===== src/charge_timer_pkg.sv =====
// Constants for the charge timer stage-bypass block.
// =====================================================================
package charge_timer_pkg;

    // =================================================================
    // Divider geometry.
    localparam int TIMER_STAGES    = 34;
    localparam int SW1_SKIP        = 19;
    localparam int SW2_SKIP        = 11;
    localparam int GATE_SKIP       = 5;
    localparam int HOLDOFF_SKIP    = 11;
    localparam int GATE_STAGES     = 20;
    localparam int HOLDOFF_STAGES  = 24;
    localparam int LIMIT_BITS      = 3;

    // =================================================================
    // Register map, byte addresses.
    localparam logic [7:0] CTRL_ADDR   = 8'h00;
    localparam logic [7:0] STATUS_ADDR = 8'h04;
    localparam logic [7:0] TIMER_ADDR  = 8'h08;

    // =================================================================
    // Control fields.
    localparam int CTRL_RUN_BIT   = 0;
    localparam int CTRL_LIMIT_LSB = 4;
    localparam int LIMIT_W        = 4;
    localparam logic [3:0] LIMIT_MIN   = 4'h2;
    localparam logic [3:0] LIMIT_MAX   = 4'h8;
    localparam logic [3:0] LIMIT_RESET = 4'h8;

    // =================================================================
    // Status fields.
    localparam int ST_FAST_BIT    = 0;
    localparam int ST_SW1_BIT     = 1;
    localparam int ST_SW2_BIT     = 2;
    localparam int ST_SW3_BIT     = 3;
    localparam int ST_EXPIRED_BIT = 4;
    localparam int ST_HOLDOFF_BIT = 5;
    localparam int ST_GATE_BIT    = 6;

endpackage : charge_timer_pkg


===== src/stage_bypass_counter.sv =====
// Ripple-style divider chain whose low stages can be skipped.
`timescale 1ns/10ps
`default_nettype none
module stage_bypass_counter #(
    parameter int STAGES = 34,
    parameter int SKIP_A = 19,
    parameter int SKIP_B = 11
) (
    input  wire logic              clk,
    input  wire logic              rstn,
    input  wire logic              clear,
    input  wire logic              bypass_a,
    input  wire logic              bypass_b,
    output logic [STAGES-1:0]      count_q,
    output logic                   overflow_q
);

    // =================================================================
    // Parameter check.
    if (SKIP_A >= STAGES || SKIP_B >= STAGES || STAGES < 2) begin : g_bad
        $error("stage_bypass_counter: skip count must be below stage count.");
    end

    localparam logic [STAGES:0] ONE    = {{STAGES{1'b0}}, 1'b1};
    localparam logic [STAGES:0] STEP_A = ONE << SKIP_A;
    localparam logic [STAGES:0] STEP_B = ONE << SKIP_B;

    logic [STAGES:0] step;
    logic [STAGES:0] sum;

    // =================================================================
    // Step selection: a bypass feeds the clock straight into a later stage.
    always_comb begin
        if (bypass_a) begin
            step = STEP_A;
        end else if (bypass_b) begin
            step = STEP_B;
        end else begin
            step = ONE;
        end
        sum = {1'b0, count_q} + step;
    end

    // =================================================================
    // Counter stages.
    always_ff @(posedge clk) begin
        if (!rstn || clear) begin
            count_q <= '0;
        end else begin
            count_q <= sum[STAGES-1:0];
        end
    end

    // =================================================================
    // Sticky overflow of the last stage.
    always_ff @(posedge clk) begin
        if (!rstn || clear) begin
            overflow_q <= 1'b0;
        end else if (sum[STAGES]) begin
            overflow_q <= 1'b1;
        end
    end

endmodule // stage_bypass_counter
`default_nettype wire


===== src/charge_timer_test_bypass.sv =====
// Charge timer with test-mode stage bypass and APB register access.
`timescale 1ns/10ps
`default_nettype none
module charge_timer_test_bypass #(
    parameter int TIMER_STAGES   = charge_timer_pkg::TIMER_STAGES,
    parameter int GATE_STAGES    = charge_timer_pkg::GATE_STAGES,
    parameter int HOLDOFF_STAGES = charge_timer_pkg::HOLDOFF_STAGES
) (
    input  wire logic        ref_clk,
    input  wire logic        rstn,
    input  wire logic        battery_sense_input_below,
    input  wire logic        upper_limit_select_input_neg,
    input  wire logic        uvlo_active,
    input  wire logic        psel,
    input  wire logic        penable,
    input  wire logic        pwrite,
    input  wire logic [7:0]  paddr,
    input  wire logic [31:0] pwdata,
    output logic [31:0]      prdata,
    output logic             pready,
    output logic             pslverr,
    output logic             fast_trickle_output,
    output logic             sampling_gate_output,
    output logic             holdoff_done
);

    // =================================================================
    // Parameter check.
    if (TIMER_STAGES < charge_timer_pkg::SW1_SKIP + charge_timer_pkg::LIMIT_BITS ||
        TIMER_STAGES - 2 > 32 ||
        GATE_STAGES <= charge_timer_pkg::GATE_SKIP ||
        HOLDOFF_STAGES <= charge_timer_pkg::HOLDOFF_SKIP) begin : g_bad
        $error("charge_timer_test_bypass: stage counts cannot serve the bypass taps.");
    end

    localparam int TOP_LSB = TIMER_STAGES - charge_timer_pkg::LIMIT_BITS;
    localparam int LIMIT_W = charge_timer_pkg::LIMIT_W;

    // =================================================================
    // Declarations.
    logic                      run_q;
    logic [3:0]                limit_q;
    logic                      sw1_q;
    logic                      sw2_q;
    logic                      sw3_q;
    logic                      below_q;
    logic                      expired_q;
    logic                      timer_clear;
    logic [TIMER_STAGES-1:0]   timer_count;
    logic                      timer_ovf;
    logic [GATE_STAGES-1:0]    gate_count;
    logic [HOLDOFF_STAGES-1:0] holdoff_count;
    logic                      holdoff_ovf;
    logic [3:0]                timer_top;
    logic                      apb_access;
    logic                      apb_commit;
    logic [31:0]               status_word;
    logic [31:0]               ctrl_word;
    logic [31:0]               timer_word;
    logic [31:0]               prdata_q;
    logic                      pready_q;
    logic                      pslverr_q;
    logic                      fast_q;
    logic                      gate_q;
    logic                      holdoff_q;

    // =================================================================
    // Address decode shared by read and write.
    function automatic logic addr_known(input logic [7:0] a);
        addr_known = (a == charge_timer_pkg::CTRL_ADDR) ||
                     (a == charge_timer_pkg::STATUS_ADDR) ||
                     (a == charge_timer_pkg::TIMER_ADDR);
    endfunction

    // =================================================================
    // Test switch detection from the comparator levels.
    always_ff @(posedge ref_clk) begin
        if (!rstn) begin
            sw1_q <= 1'b0;
            sw2_q <= 1'b0;
            sw3_q <= 1'b0;
        end else begin
            sw1_q <= battery_sense_input_below & ~upper_limit_select_input_neg;
            sw2_q <= battery_sense_input_below & upper_limit_select_input_neg;
            sw3_q <= upper_limit_select_input_neg;
        end
    end

    // =================================================================
    // Battery sense edge tracking; each window crossing restarts the timer.
    always_ff @(posedge ref_clk) begin
        if (!rstn) begin
            below_q <= 1'b0;
        end else begin
            below_q <= battery_sense_input_below;
        end
    end

    assign timer_clear = (below_q != battery_sense_input_below) | uvlo_active | ~run_q;

    // =================================================================
    // Fast-charge backup timer, 34 stages with two bypass taps.
    stage_bypass_counter #(
        .STAGES (TIMER_STAGES),
        .SKIP_A (charge_timer_pkg::SW1_SKIP),
        .SKIP_B (charge_timer_pkg::SW2_SKIP)
    ) u_timer (
        .clk        (ref_clk),
        .rstn       (rstn),
        .clear      (timer_clear),
        .bypass_a   (sw1_q),
        .bypass_b   (sw2_q),
        .count_q    (timer_count),
        .overflow_q (timer_ovf)
    );

    // =================================================================
    // Sampling gate divider, section A bypass.
    stage_bypass_counter #(
        .STAGES (GATE_STAGES),
        .SKIP_A (charge_timer_pkg::GATE_SKIP),
        .SKIP_B (charge_timer_pkg::GATE_SKIP)
    ) u_gate (
        .clk        (ref_clk),
        .rstn       (rstn),
        .clear      (uvlo_active),
        .bypass_a   (sw3_q),
        .bypass_b   (1'b0),
        .count_q    (gate_count),
        .overflow_q ()
    );

    // =================================================================
    // Trickle holdoff timer, section B bypass.
    stage_bypass_counter #(
        .STAGES (HOLDOFF_STAGES),
        .SKIP_A (charge_timer_pkg::HOLDOFF_SKIP),
        .SKIP_B (charge_timer_pkg::HOLDOFF_SKIP)
    ) u_holdoff (
        .clk        (ref_clk),
        .rstn       (rstn),
        .clear      (timer_clear),
        .bypass_a   (sw3_q),
        .bypass_b   (1'b0),
        .count_q    (holdoff_count),
        .overflow_q (holdoff_ovf)
    );

    // =================================================================
    // Limit compare on the top stages; the overflow counts as eighth eighth.
    assign timer_top = {timer_ovf, timer_count[TIMER_STAGES-1 -: charge_timer_pkg::LIMIT_BITS]};

    always_ff @(posedge ref_clk) begin
        if (!rstn || timer_clear) begin
            expired_q <= 1'b0;
        end else if (timer_top >= limit_q) begin
            expired_q <= 1'b1;
        end
    end

    // =================================================================
    // Pin outputs.
    always_ff @(posedge ref_clk) begin
        if (!rstn) begin
            fast_q    <= 1'b0;
            gate_q    <= 1'b0;
            holdoff_q <= 1'b0;
        end else begin
            fast_q    <= run_q & ~uvlo_active & ~expired_q & ~(timer_top >= limit_q);
            gate_q    <= gate_count[GATE_STAGES-1];
            holdoff_q <= holdoff_ovf;
        end
    end

    assign fast_trickle_output  = fast_q;
    assign sampling_gate_output = gate_q;
    assign holdoff_done         = holdoff_q;

    // =================================================================
    // APB slave: one wait state, write commits at the pready edge.
    assign apb_access = psel & penable & ~pready_q;
    assign apb_commit = psel & penable & pready_q;

    assign ctrl_word = {{(32 - charge_timer_pkg::CTRL_LIMIT_LSB - LIMIT_W){1'b0}}, limit_q,
                        {(charge_timer_pkg::CTRL_LIMIT_LSB - 1){1'b0}}, run_q};

    always_comb begin
        status_word = '0;
        status_word[charge_timer_pkg::ST_FAST_BIT]    = fast_q;
        status_word[charge_timer_pkg::ST_SW1_BIT]     = sw1_q;
        status_word[charge_timer_pkg::ST_SW2_BIT]     = sw2_q;
        status_word[charge_timer_pkg::ST_SW3_BIT]     = sw3_q;
        status_word[charge_timer_pkg::ST_EXPIRED_BIT] = expired_q;
        status_word[charge_timer_pkg::ST_HOLDOFF_BIT] = holdoff_q;
        status_word[charge_timer_pkg::ST_GATE_BIT]    = gate_q;
        timer_word = '0;
        timer_word[TIMER_STAGES-TOP_LSB+TOP_LSB-3 -: (TIMER_STAGES-2)] = timer_count[TIMER_STAGES-1:2];
    end

    always_ff @(posedge ref_clk) begin
        if (!rstn) begin
            pready_q  <= 1'b0;
            pslverr_q <= 1'b0;
            prdata_q  <= '0;
        end else begin
            pready_q  <= apb_access;
            pslverr_q <= apb_access & ~addr_known(paddr);
            if (apb_access && !pwrite) begin
                unique case (paddr)
                    charge_timer_pkg::CTRL_ADDR:   prdata_q <= ctrl_word;
                    charge_timer_pkg::STATUS_ADDR: prdata_q <= status_word;
                    charge_timer_pkg::TIMER_ADDR:  prdata_q <= timer_word;
                    default:                       prdata_q <= '0;
                endcase
            end else if (!apb_access) begin
                prdata_q <= '0;
            end
        end
    end

    assign pready  = pready_q;
    assign pslverr = pslverr_q;
    assign prdata  = prdata_q;

    // =================================================================
    // Control register.
    always_ff @(posedge ref_clk) begin
        if (!rstn) begin
            run_q   <= 1'b0;
            limit_q <= charge_timer_pkg::LIMIT_RESET;
        end else if (apb_commit && pwrite && paddr == charge_timer_pkg::CTRL_ADDR) begin
            run_q <= pwdata[charge_timer_pkg::CTRL_RUN_BIT];
            if (pwdata[charge_timer_pkg::CTRL_LIMIT_LSB +: LIMIT_W] >= charge_timer_pkg::LIMIT_MIN &&
                pwdata[charge_timer_pkg::CTRL_LIMIT_LSB +: LIMIT_W] <= charge_timer_pkg::LIMIT_MAX) begin
                limit_q <= pwdata[charge_timer_pkg::CTRL_LIMIT_LSB +: LIMIT_W];
            end
        end
    end

endmodule // charge_timer_test_bypass
`default_nettype wire


===== config.mk =====
export PLATFORM = sky130hd
export DESIGN_NAME = charge_timer_test_bypass
export DESIGN_NICKNAME = d
export VERILOG_FILES = /design/src/charge_timer_pkg.sv /design/src/stage_bypass_counter.sv /design/src/charge_timer_test_bypass.sv
export SDC_FILE = /design/constraint.sdc
export NUM_CORES = 1
export LEC_CHECK = 0
export BUFFER_PORTS_ARGS = -buffer_cell sky130_fd_sc_hd__buf_4
export CAP_MARGIN = 0
export CORE_MARGIN = 1
export CORE_UTILIZATION = 55
export CTS_BUF_LIST = sky130_fd_sc_hd__clkbuf_4 sky130_fd_sc_hd__clkbuf_8
export CTS_CLUSTER_SIZE = 10
export DETAILED_ROUTE_END_ITERATION = 10
export GPL_TIMING_DRIVEN = 0
export PLACE_DENSITY_LB_ADDON = 0.3
export SLEW_MARGIN = 20
export SYNTH_ARGS = -nofsm -noshare
export SYNTH_HDL_FRONTEND = slang
export SYNTH_SLANG_ARGS = --single-unit

===== constraint.sdc =====
create_clock -name ref_clk -period 3.1 [get_ports ref_clk]
set_input_delay 0.465 -clock ref_clk [delete_from_list [all_inputs] [get_ports ref_clk]]
set_output_delay 0.465 -clock ref_clk [all_outputs]
set_load 0.05 [all_outputs]

==> metrics.csv, run 1 <==
stage;metric;value;unit
die;height of the die;101.3;microns
final_layout;fin nets;731;
timing;RSZ-0062 raised after global routing;false;
timing;Final setup viols;0;
critical_path;worst path bufs/invs;0;
clock_network;CTS Hold Bufs;0;
route;Routed Antenna Nets;0;
synth;synth top area cells;dfxtp_1 47%, nor2_1 7.6%, xor2_1 5.2%, xnor2_1 4.5%, a22oi_1 4.4%;
route;drt drc;0;
synth;Yosys cell types;53;
critical_path;slowest stage cell, crit path;a211oi_2;
critical_path;Req. time, crit path;3.42;ns
worst_hold_path;Worst Hold End;sw1_q$_SDFF_PN0_;
die;site row count;35;
timing;Max-slew headroom;0.4339;
timing;Least-Margin Pin Slew;0.8427;ns
synth;Syn Inst Count;595;
synth;Synth top cells by count;127 x dfxtp_1, 110 x nor2_1, 34 x nand2_1;
synth;Synth Warn #;0;
route;vias post-DR;4485;
timing;Pins Over Slew Limit;0;
timing;Final Cycle Share;0.8136;
clock_network;cts repair resizes;0;
clock_network;setup bufs post-CTS;0;
synth;Mapped Area;5426;sq um
clock_network;worst skew pair latency;0.43;ns
clock_network;CTS Buffer Depth;2;
critical_path;kind of critical path;reg2reg;
placed_design;GPL Wtd Cong;0.8488;
critical_path;r2r endpoint;u_timer.count_q[28]$_SDFF_PP0_;
timing;Setup TNS;0;ns
grt;Tot GR Track Use;0.2459;
route;iteration count of the initial detailed-routing pass;5;
synth;sequential share of the synthesized area;0.4685;
critical_path;Top delay family on crit path;compound AO/OA/AOI/OAI gates;
timing;Hold Violations, Final;0;
clock_network;CTS clock-pin slew for the worst setup and hold paths;0.07;ns
worst_hold_path;hold path start;upper_limit_select_input_neg;
final_layout;final core occ;0.6812;
critical_path;Crit path largest cell delay;0.56;ns
worst_hold_path;Hold Path Class;in2reg;
power;static leakage;2.350;nW
timing;FMAX;396.5;MHz
die;Starting Density;0.5763;
placed_design;hpwl dp;8.536;mm
route;WL/cell;14.55;microns
synth;top_reg_cell synth;dfxtp_1;
clock_network;Root Driver;clkbuf_8;
clock_network;CTS buffer count;17;
critical_path;startpoint types;flip-flop;
final_layout;share of layout cells above drive strength 1;0.1452;
grt;grt ovf;0;
synth;syn_nets;657;
clock_network;clk sinks;127;
grt;vias in the first global route;4346;
die;Ports;85;
grt;initial antenna violation count;0;
placed_design;Port Buf Inserts;55;
worst_hold_path;worst hold stages;2;
critical_path;worst reg2reg setup slack;0.58;ns
flow_run;max_cap viols;0;
final_layout;P&R area growth vs syn;18.19;%
synth;count leader, synth;dfxtp_1;
timing;fin crit period;2.522;ns
critical_path;critical path endpoint category;flip-flop;
synth;Yosys top cell area share;0.4685;
power;peak supply drop;0.0004459;V
critical_path;reg2reg start;sw1_q$_SDFF_PN0_;
synth;FFs w/ async S/R, synth;0;
route;detailed-route wire length;11.80;mm
critical_path;crit path DAT;2.84;ns
die;die area;10270;sq um
grt;first-pass GRT wire length;19.81;mm
power;PD cells;498.2;nW/um^2
clock_network;# H-tree levels;4;
grt;largest net degree at the start of global routing;17;
route;Vias/cell;5.530;
route;DR iter-0 viols;143;
synth;Post-synth EDFFs;0;
critical_path;worst reg2reg path depth;8;
clock_network;TritonCTS clock tree;done;
synth;largest area contributor in the netlist;dfxtp_1;
final_layout;Fillers;754;
critical_path;critical path fanouts, max;6;
status;status;complete, no violations;
synth;FF+latch count, synth;127;
die;core box area;9415;sq um
timing;skew final;0.009901;ns
final_layout;# diodes;0;
critical_path;crit path cell chain;nor2_1, ha_1, ha_1, and4_1, nand4_1, a211oi_2, a31oi_1, a41o_1;
critical_path;most frequent CP cell;ha_1;
die;Die X;101.3;microns
synth;average cell area after synthesis;9.120;sq um
-- state kept, by name, summed over array words and instances (netlist names), 4 cells and up --
name,flops
u_timer.count_q,34
prdata,32
u_holdoff.count_q,24
u_gate.count_q,20
limit_q,4
-- power breakdown --
group	total [mW]	switching (mW)	internal [mW]
combinational	0.0838	0.0499	0.0338
clock	1.47	0.655	0.816
sequential	1.64	0.00459	1.64
-- layout by cell type (no fill, tap or decap), types with 4 or more instances in the layout --
master / instances
dfxtp_1: 127
nor2_1: 110
buf_4: 55
nand2_1: 34
xor2_1: 32
a22oi_1: 32
xnor2_1: 28
clkbuf_1: 21
nand3_1: 18
clkbuf_8: 18
and2_1: 15
o21ai_0: 15
ha_1: 14
nand4_1: 12
and4_1: 10
or3_1: 10
and3_1: 9
a21oi_1: 9
mux2i_1: 9
nor2b_1: 8
nor3_1: 8
inv_1: 7
a31oi_1: 7
nor4_1: 5
a211oi_1: 5
clkinv_2: 5
a41o_1: 4
a22o_1: 4
o211ai_1: 4
-- stage by stage --
step / cells / power (mW) / setup slack (ns) / hold slack, ns / instance area (sq um)
floorplan: 595 / 1.723 / 1.047 / 0.4285 / 5426
global placement: 779 / 1.758 / 0.6726 / 0.4623 / 6001
detailed placement: 779 / 1.761 / 0.6461 / 0.4763 / 6001
CTS: 811 / 3.216 / 0.6055 / 0.2137 / 6414
global route: 811 / 3.303 / 0.4663 / 0.2184 / 6414
finish: 811 / 3.195 / 0.5778 / 0.2284 / 6414
-- worst register-to-register path, cell delays in order, from the launching register on --
cell	delay, ns
dfxtp_1	0.36
nor2_1	0.10
ha_1	0.19
ha_1	0.21
and4_1	0.32
nand4_1	0.30
a211oi_2	0.56
a31oi_1	0.17
a41o_1	0.22
-- kinds of logic after synthesis --
logic type               Yosys count  synth area share
AND/OR/NAND/NOR                  258            0.2384
flip-flops                       127            0.4685
AO/OA/AOI/OAI                     94            0.1236
XOR/XNOR                          60           0.09684
buffers and inverters             33           0.02375
adder cells (fa/ha/maj)           14           0.03228
multiplexers                       9           0.01660
-- per-layer routing --
layer,part of all wire,track usage
met1,0.44,0.2864
met2,0.51,0.4411
met3,0.038,0.05797
met4,0.0089,0.08696
met5,0,0
-- final cells by class --
| cell class | count | area (sq um) | area share |
|---|---|---|---|
| Buffer | 25 | 98.84 | 0.01541 |
| Clock buffer | 18 | 247.7 | 0.03863 |
| Clock inverter | 14 | 165.2 | 0.02575 |
| Inverter | 8 | 30.03 | 0.004682 |
| Multi-Input combinational cell | 435 | 2755 | 0.4296 |
| Sequential cell | 127 | 2542 | 0.3964 |
| Tap cell | 129 | 161.4 | 0.02517 |
| Timing Repair Buffer | 55 | 412.9 | 0.06438 |
-- worst max path at each step --
| stage | startpoint | endpoint | depth (start not counted) | slack [ns] |
|---|---|---|---|---|
| 2_1_floorplan | sw1_q$_SDFF_PN0_ | u_timer.count_q[28]$_SDFF_PP0_ | 8 | 1.05 |
| 3_3_place_gp | sw1_q$_SDFF_PN0_ | u_timer.count_q[28]$_SDFF_PP0_ | 8 | 0.67 |
| 3_5_place_dp | sw1_q$_SDFF_PN0_ | u_timer.count_q[32]$_SDFF_PP0_ | 8 | 0.65 |
| 4_1_cts | sw1_q$_SDFF_PN0_ | u_timer.count_q[28]$_SDFF_PP0_ | 8 | 0.61 |
| 5_1_grt | sw1_q$_SDFF_PN0_ | u_timer.count_q[32]$_SDFF_PP0_ | 8 | 0.47 |
| 6_report | sw1_q$_SDFF_PN0_ | u_timer.count_q[28]$_SDFF_PP0_ | 8 | 0.58 |
Note: power is estimated with default switching activity, not from simulation.
==> run 2, diff against run 1 <==
==> constraint.sdc (replaced) <==
create_clock -name ref_clk -period 2.4 [get_ports ref_clk]
set_input_delay 0.36 -clock ref_clk [delete_from_list [all_inputs] [get_ports ref_clk]]
set_output_delay 0.36 -clock ref_clk [all_outputs]
set_load 0.05 [all_outputs]
==> metrics.csv, run 2 (synthesis results as in run 1) <==
stage;metric;value;unit;change
critical_path;critical path fanouts, max;5;;-1
timing;worst hold slack;0.1157;ns;-0.1127 ns
die;core box area;9415;sq um;unchanged
timing;Final setup viols;0;;unchanged
grt;first-pass GRT wire length;19.87;mm;+0.32%
critical_path;worst reg2reg setup slack;0.12;ns;-0.46 ns
timing;Pins Over Slew Limit;0;;unchanged
grt;largest net degree at the start of global routing;17;;unchanged
clock_network;# H-tree levels;4;;unchanged
final_layout;Non-Filler Instances;813;;+0.25%
route;detailed-route wire length;11.90;mm;+0.86%
grt;initial antenna violation count;0;;unchanged
grt;vias in the first global route;4358;;+0.28%
route;vias post-DR;4546;;+1.4%
route;DR iter-0 viols;158;;+10%
power;peak supply drop;0.0005833;V;+31%
final_layout;most common cell after layout, fill and taps aside;dfxtp_1;;
grt;grt ovf;0;;unchanged
die;height of the die;101.3;microns;unchanged
timing;Final Cycle Share;0.9505;;+0.1369
final_layout;final core occ;0.6843;;+0.003056
power;static leakage;2.360;nW;+0.43%
route;drt drc;0;;unchanged
final_layout;# diodes;0;;unchanged
route;Vias/cell;5.592;;+1.1%
clock_network;TritonCTS clock tree;done;;
timing;fin crit period;2.281;ns;-0.2409 ns
die;site row count;35;;unchanged
timing;RSZ-0062 raised after global routing;false;;
clock_network;clk sinks;127;;unchanged
timing;Hold Violations, Final;0;;unchanged
flow_run;max_cap viols;0;;unchanged
timing;FMAX;438.4;MHz;+11%
final_layout;Fillers;749;;-0.66%
clock_network;CTS buffer count;17;;unchanged
final_layout;Top reg by flops;u_timer.count_q;;
route;WL/cell;14.64;microns;+0.61%
clock_network;CTS Buffer Depth;2;;unchanged
critical_path;crit path DAT;2.59;ns;-0.25 ns
die;Ports;85;;unchanged
worst_hold_path;Hold Path Class;in2reg;;
critical_path;startpoint types;flip-flop;;
placed_design;Port Buf Inserts;55;;unchanged
final_layout;Multi-input gate area;2769;sq um;+0.50%
die;Starting Density;0.5763;;unchanged
grt;Tot GR Track Use;0.2474;;+0.001478
critical_path;reg2reg start;sw1_q$_SDFF_PN0_;;
final_layout;P&R area growth vs syn;18.72;%;
critical_path;Worst Setup SP;sw1_q$_SDFF_PN0_;;
power;PD cells;641.9;nW/um^2;+29%
clock_network;CTS clock-pin slew for the worst setup and hold paths;0.07;ns;about the same
status;status;complete, no violations;;
clock_network;Root Driver;clkbuf_8;;
placed_design;hpwl dp;8.536;mm;unchanged
timing;Least-Margin Pin Slew;0.8426;ns;-0.0001280 ns
route;iteration count of the initial detailed-routing pass;5;;unchanged
final_layout;fin nets;733;;+0.27%
timing;Max-slew headroom;0.4340;;about the same
die;die area;10270;sq um;unchanged
route;Routed Antenna Nets;0;;unchanged
critical_path;critical path endpoint category;flip-flop;;
final_layout;Reg area;2542;sq um;unchanged
worst_hold_path;hold path start;upper_limit_select_input_neg;;
critical_path;Req. time, crit path;2.70;ns;-0.72 ns
final_layout;max reg flops;34;;unchanged
placed_design;GPL Wtd Cong;0.8488;;unchanged
final_layout;most frequent cells in the layout;127 x dfxtp_1, 110 x nor2_1, 57 x buf_4, 34 x nand2_1;;
placed_design;Placed Instances;779;;unchanged
critical_path;kind of critical path;reg2reg;;
timing;skew final;0.009961;ns;+0.00006029 ns
clock_network;CTS Hold Bufs;0;;unchanged
die;Die X;101.3;microns;unchanged
clock_network;worst skew pair latency;0.43;ns;about the same
final_layout;share of layout cells above drive strength 1;0.1491;;+0.003962
[run 2: layout make-up]
cell class,instances,area share
buffer,25,0.01534
tap,129,0.02505
sequential,127,0.3946
clock inverter,14,0.02564
inverter,8,0.004661
clock buffer,18,0.03845
multi-input combinational,435,0.4298
timing repair buffer,57,0.06642
[run 2: final timing paths]
check / endpoint / cells past startpoint
hold reg to reg: sampling_gate_output$_SDFF_PN0_ / 1
setup / recovery: u_timer.count_q[26]$_SDFF_PP0_ / 10
setup reg to reg: u_timer.count_q[26]$_SDFF_PP0_ / 10
hold / removal: sw1_q$_SDFF_PN0_ / 2
[run 2: per-stage QoR]
| stage | area, sq um | worst slack [ns] | power (mW) | TNS [ns] |
|---|---|---|---|---|
| after detailed placement | 6001 | -0.05388 | 2.275 | -0.1435 |
| final | 6442 | 0.1187 | 4.135 | 0 |
| after floorplan | 5426 | 0.3468 | 2.225 | 0 |
| after global placement | 6001 | -0.02741 | 2.270 | -0.05423 |
| after CTS | 6435 | 0.02839 | 4.154 | 0 |
| after global routing | 6442 | 0.0007954 | 4.270 | 0 |
[run 2: where the power goes]
group          internal [mW]  leakage, nW  switching (mW)
logic                 0.0439         1.13          0.0647
clock network           1.05        0.209           0.854
registers               2.11         1.02         0.00601
[run 2: what timing repair did]
action / CTS / global route
endpoints found under the setup margin: 4 / 4
buffers inserted: 1 / 1
gates resized for setup: 2 / 0
pin swaps: 1 / 1
[run 2: critical path: stages (launching register included)]
cell	delay (ns)
dfxtp_1	0.36
nor2_1	0.10
ha_1	0.19
ha_1	0.21
and4_1	0.32
nand4_1	0.14
buf_4	0.18
a211oi_4	0.32
buf_4	0.18
xnor2_1	0.11
nor2_1	0.05
[run 2: routing by layer]
metal / vias to the layer above / track usage / share of wire
met2: 100 / 0.4406 / 0.51
met4: 0 / 0.09476 / 0.014
met3: 16 / 0.05728 / 0.041
met5: - / 0 / 0
li1: 2251 / - / -
met1: 2179 / 0.2886 / 0.44
==> run 3, diff against run 2 <==
--- a/config.mk
+++ b/config.mk
@@ -13,7 +13,8 @@
 export CTS_CLUSTER_SIZE = 10
 export DETAILED_ROUTE_END_ITERATION = 10
 export GPL_TIMING_DRIVEN = 0
-export PLACE_DENSITY_LB_ADDON = 0.3
+export PLACE_DENSITY = 0.83
+export SETUP_SLACK_MARGIN = 0.4
 export SLEW_MARGIN = 20
 export SYNTH_ARGS = -nofsm -noshare
 export SYNTH_HDL_FRONTEND = slang
==> metrics.csv, run 3 (synthesis results as in run 1) <==
stage;metric;value;unit;change
placed_design;hpwl dp;8.370;mm;-1.9%
route;drt drc;0;;unchanged
clock_network;TritonCTS clock tree;done;;
die;height of the die;101.3;microns;unchanged
worst_hold_path;Hold Path Class;in2reg;;
route;Vias/cell;5.767;;+3.1%
final_layout;max reg flops;34;;unchanged
power;static leakage;2.376;nW;+0.66%
critical_path;Req. time, crit path;2.79;ns;+0.09 ns
clock_network;worst skew pair latency;0.44;ns;about the same
grt;Tot GR Track Use;0.2527;;+0.005244
final_layout;most frequent cells in the layout;124 x dfxtp_1, 107 x nor2_1, 62 x buf_4, 34 x nand2_1;;
timing;skew final;0.01003;ns;+0.00006998 ns
clock_network;clk sinks;127;;unchanged
grt;initial antenna violation count;0;;unchanged
critical_path;critical path endpoint category;flip-flop;;
timing;RSZ-0062 raised after global routing;true;;
power;peak supply drop;0.0003446;V;-41%
grt;largest net degree at the start of global routing;17;;unchanged
timing;Final setup viols;0;;unchanged
timing;Final Cycle Share;0.8676;;-0.08288
placed_design;DP Worst Slack;0.01132;ns;+0.06519 ns
status;status;complete, no violations;;
clock_network;CTS clock-pin slew for the worst setup and hold paths;0.06;ns;about the same
route;iteration count of the initial detailed-routing pass;5;;unchanged
timing;Least-Margin Pin Slew;0.7701;ns;-0.07251 ns
critical_path;crit path DAT;2.47;ns;-0.12 ns
route;WL/cell;15.31;microns;+4.6%
grt;vias in the first global route;4485;;+2.9%
flow_run;max_cap viols;0;;unchanged
clock_network;CTS buffer count;17;;unchanged
placed_design;Placed Instances;779;;unchanged
critical_path;kind of critical path;reg2reg;;
final_layout;most common cell after layout, fill and taps aside;dfxtp_1;;
timing;Pins Over Slew Limit;0;;unchanged
power;PD cells;586.5;nW/um^2;-8.6%
critical_path;Top delay family on crit path;simple AND/OR/NAND/NOR gates;;
die;core box area;9415;sq um;unchanged
final_layout;P&R area growth vs syn;21.84;%;
timing;Max-slew headroom;0.4827;;+0.04871
die;die area;10270;sq um;unchanged
die;Starting Density;0.5763;;unchanged
final_layout;fin nets;740;;+0.95%
grt;first-pass GRT wire length;20.03;mm;+0.80%
critical_path;critical path fanouts, max;4;;-1
clock_network;CTS Buffer Depth;2;;unchanged
final_layout;Fillers;689;;-8.0%
die;Ports;85;;unchanged
critical_path;crit path cell chain;nor2_4, ha_4, ha_4, and4_4, nand4_1, buf_6, a211oi_4, buf_4, and3b_1, o21a_1;;
die;site row count;35;;unchanged
grt;grt ovf;0;;unchanged
final_layout;final core occ;0.7022;;+0.01794
placed_design;Port Buf Inserts;55;;unchanged
placed_design;GPL Wtd Cong;0.8161;;-3.9%
critical_path;startpoint types;flip-flop;;
critical_path;slowest stage cell, crit path;dfxtp_4;;
final_layout;share of layout cells above drive strength 1;0.1869;;+0.03774
timing;Setup TNS;0;ns;unchanged
clock_network;Root Driver;clkbuf_8;;
critical_path;Crit path largest cell delay;0.38;ns;+0.02 ns
clock_network;# H-tree levels;4;;unchanged
die;Die X;101.3;microns;unchanged
critical_path;most frequent CP cell;ha_4;;
timing;fin crit period;2.082;ns;-0.1989 ns
final_layout;Top reg by flops;u_timer.count_q;;
final_layout;Non-Filler Instances;814;;+0.12%
route;DR iter-0 viols;191;;+21%
critical_path;worst path bufs/invs;2;;unchanged
final_layout;# diodes;0;;unchanged
timing;Hold Violations, Final;0;;unchanged
timing;FMAX;480.2;MHz;+9.6%
route;Routed Antenna Nets;0;;unchanged
timing;Worst Setup Slack, final;0.3177;ns;+0.1989 ns
clock_network;CTS Hold Bufs;0;;unchanged
route;detailed-route wire length;12.46;mm;+4.7%
route;vias post-DR;4694;;+3.3%
run 3: cell count changes in the layout (fill, tap and decap cells not counted), sizes merged:
cell	change
buf	+8
clkinv	-6
clkbuf	+4
bufinv	-2
clkinvlp	-2
inv	-2
a31oi	+1
run 3: report_power, final:
group,internal (mW),switching (mW)
clock,0.910,0.732
sequential,2.11,0.00735
combinational,0.0461,0.0691
total,3.07,0.808
run 3: worst register-to-register path: stages, from the launching register on:
cell and delay [ns]:
dfxtp_4 0.38, nor2_4 0.11, ha_4 0.16, ha_4 0.13, and4_4 0.21, nand4_1 0.12, buf_6 0.17, a211oi_4 0.32
buf_4 0.18, and3b_1 0.16, o21a_1 0.10
run 3: worst paths after layout:
check                                      from                         endpoint  slack [ns]  depth (start not counted)
setup / recovery               sw1_q$_SDFF_PN0_   u_timer.count_q[32]$_SDFF_PP0_        0.32                         10
hold / removal     upper_limit_select_input_neg                 sw1_q$_SDFF_PN0_         0.1                          2
setup reg to reg               sw1_q$_SDFF_PN0_   u_timer.count_q[32]$_SDFF_PP0_        0.32                         10
hold reg to reg   u_gate.count_q[19]$_SDFF_PP0_  sampling_gate_output$_SDFF_PN0_        0.49                          1
run 3: metrics by stage:
stage	hold WS, ns	cell area (sq um)	power [mW]
2_1_floorplan	0.4285	5431	2.225
3_3_place_gp	0.4616	6006	2.270
3_5_place_dp	0.4734	6006	2.274
4_1_cts	0.07753	6457	3.897
5_1_grt	0.08288	6611	4.017
6_report	0.09898	6611	3.877
run 3: repair_timing:
item,CTS,global route
pin swaps,7,11
setup buffers,5,3
resized for setup,19,24
setup endpoints to repair,30,49
cloned,0,1
run 3: layer usage:
metal / wire length (microns) / global-route usage / share of wire
met1: 5263 / 0.2852 / 0.42
met2: 6187 / 0.4322 / 0.50
met3: 583 / 0.05728 / 0.047
met4: 429 / 0.1605 / 0.034
met5: 0 / 0 / 0
run 3: area by class of cell:
cell class | count | area [sq um] | share of cell area
Tap cell | 129 | 161.4 | 0.02441
Clock inverter | 2 | 35.03 | 0.005299
Timing Repair Buffer | 63 | 476.7 | 0.07210
Inverter | 8 | 30.03 | 0.004542
Sequential cell | 127 | 2554 | 0.3863
Multi-Input combinational cell | 436 | 2942 | 0.4449
Buffer | 25 | 107.6 | 0.01628
Clock buffer | 24 | 305.3 | 0.04618
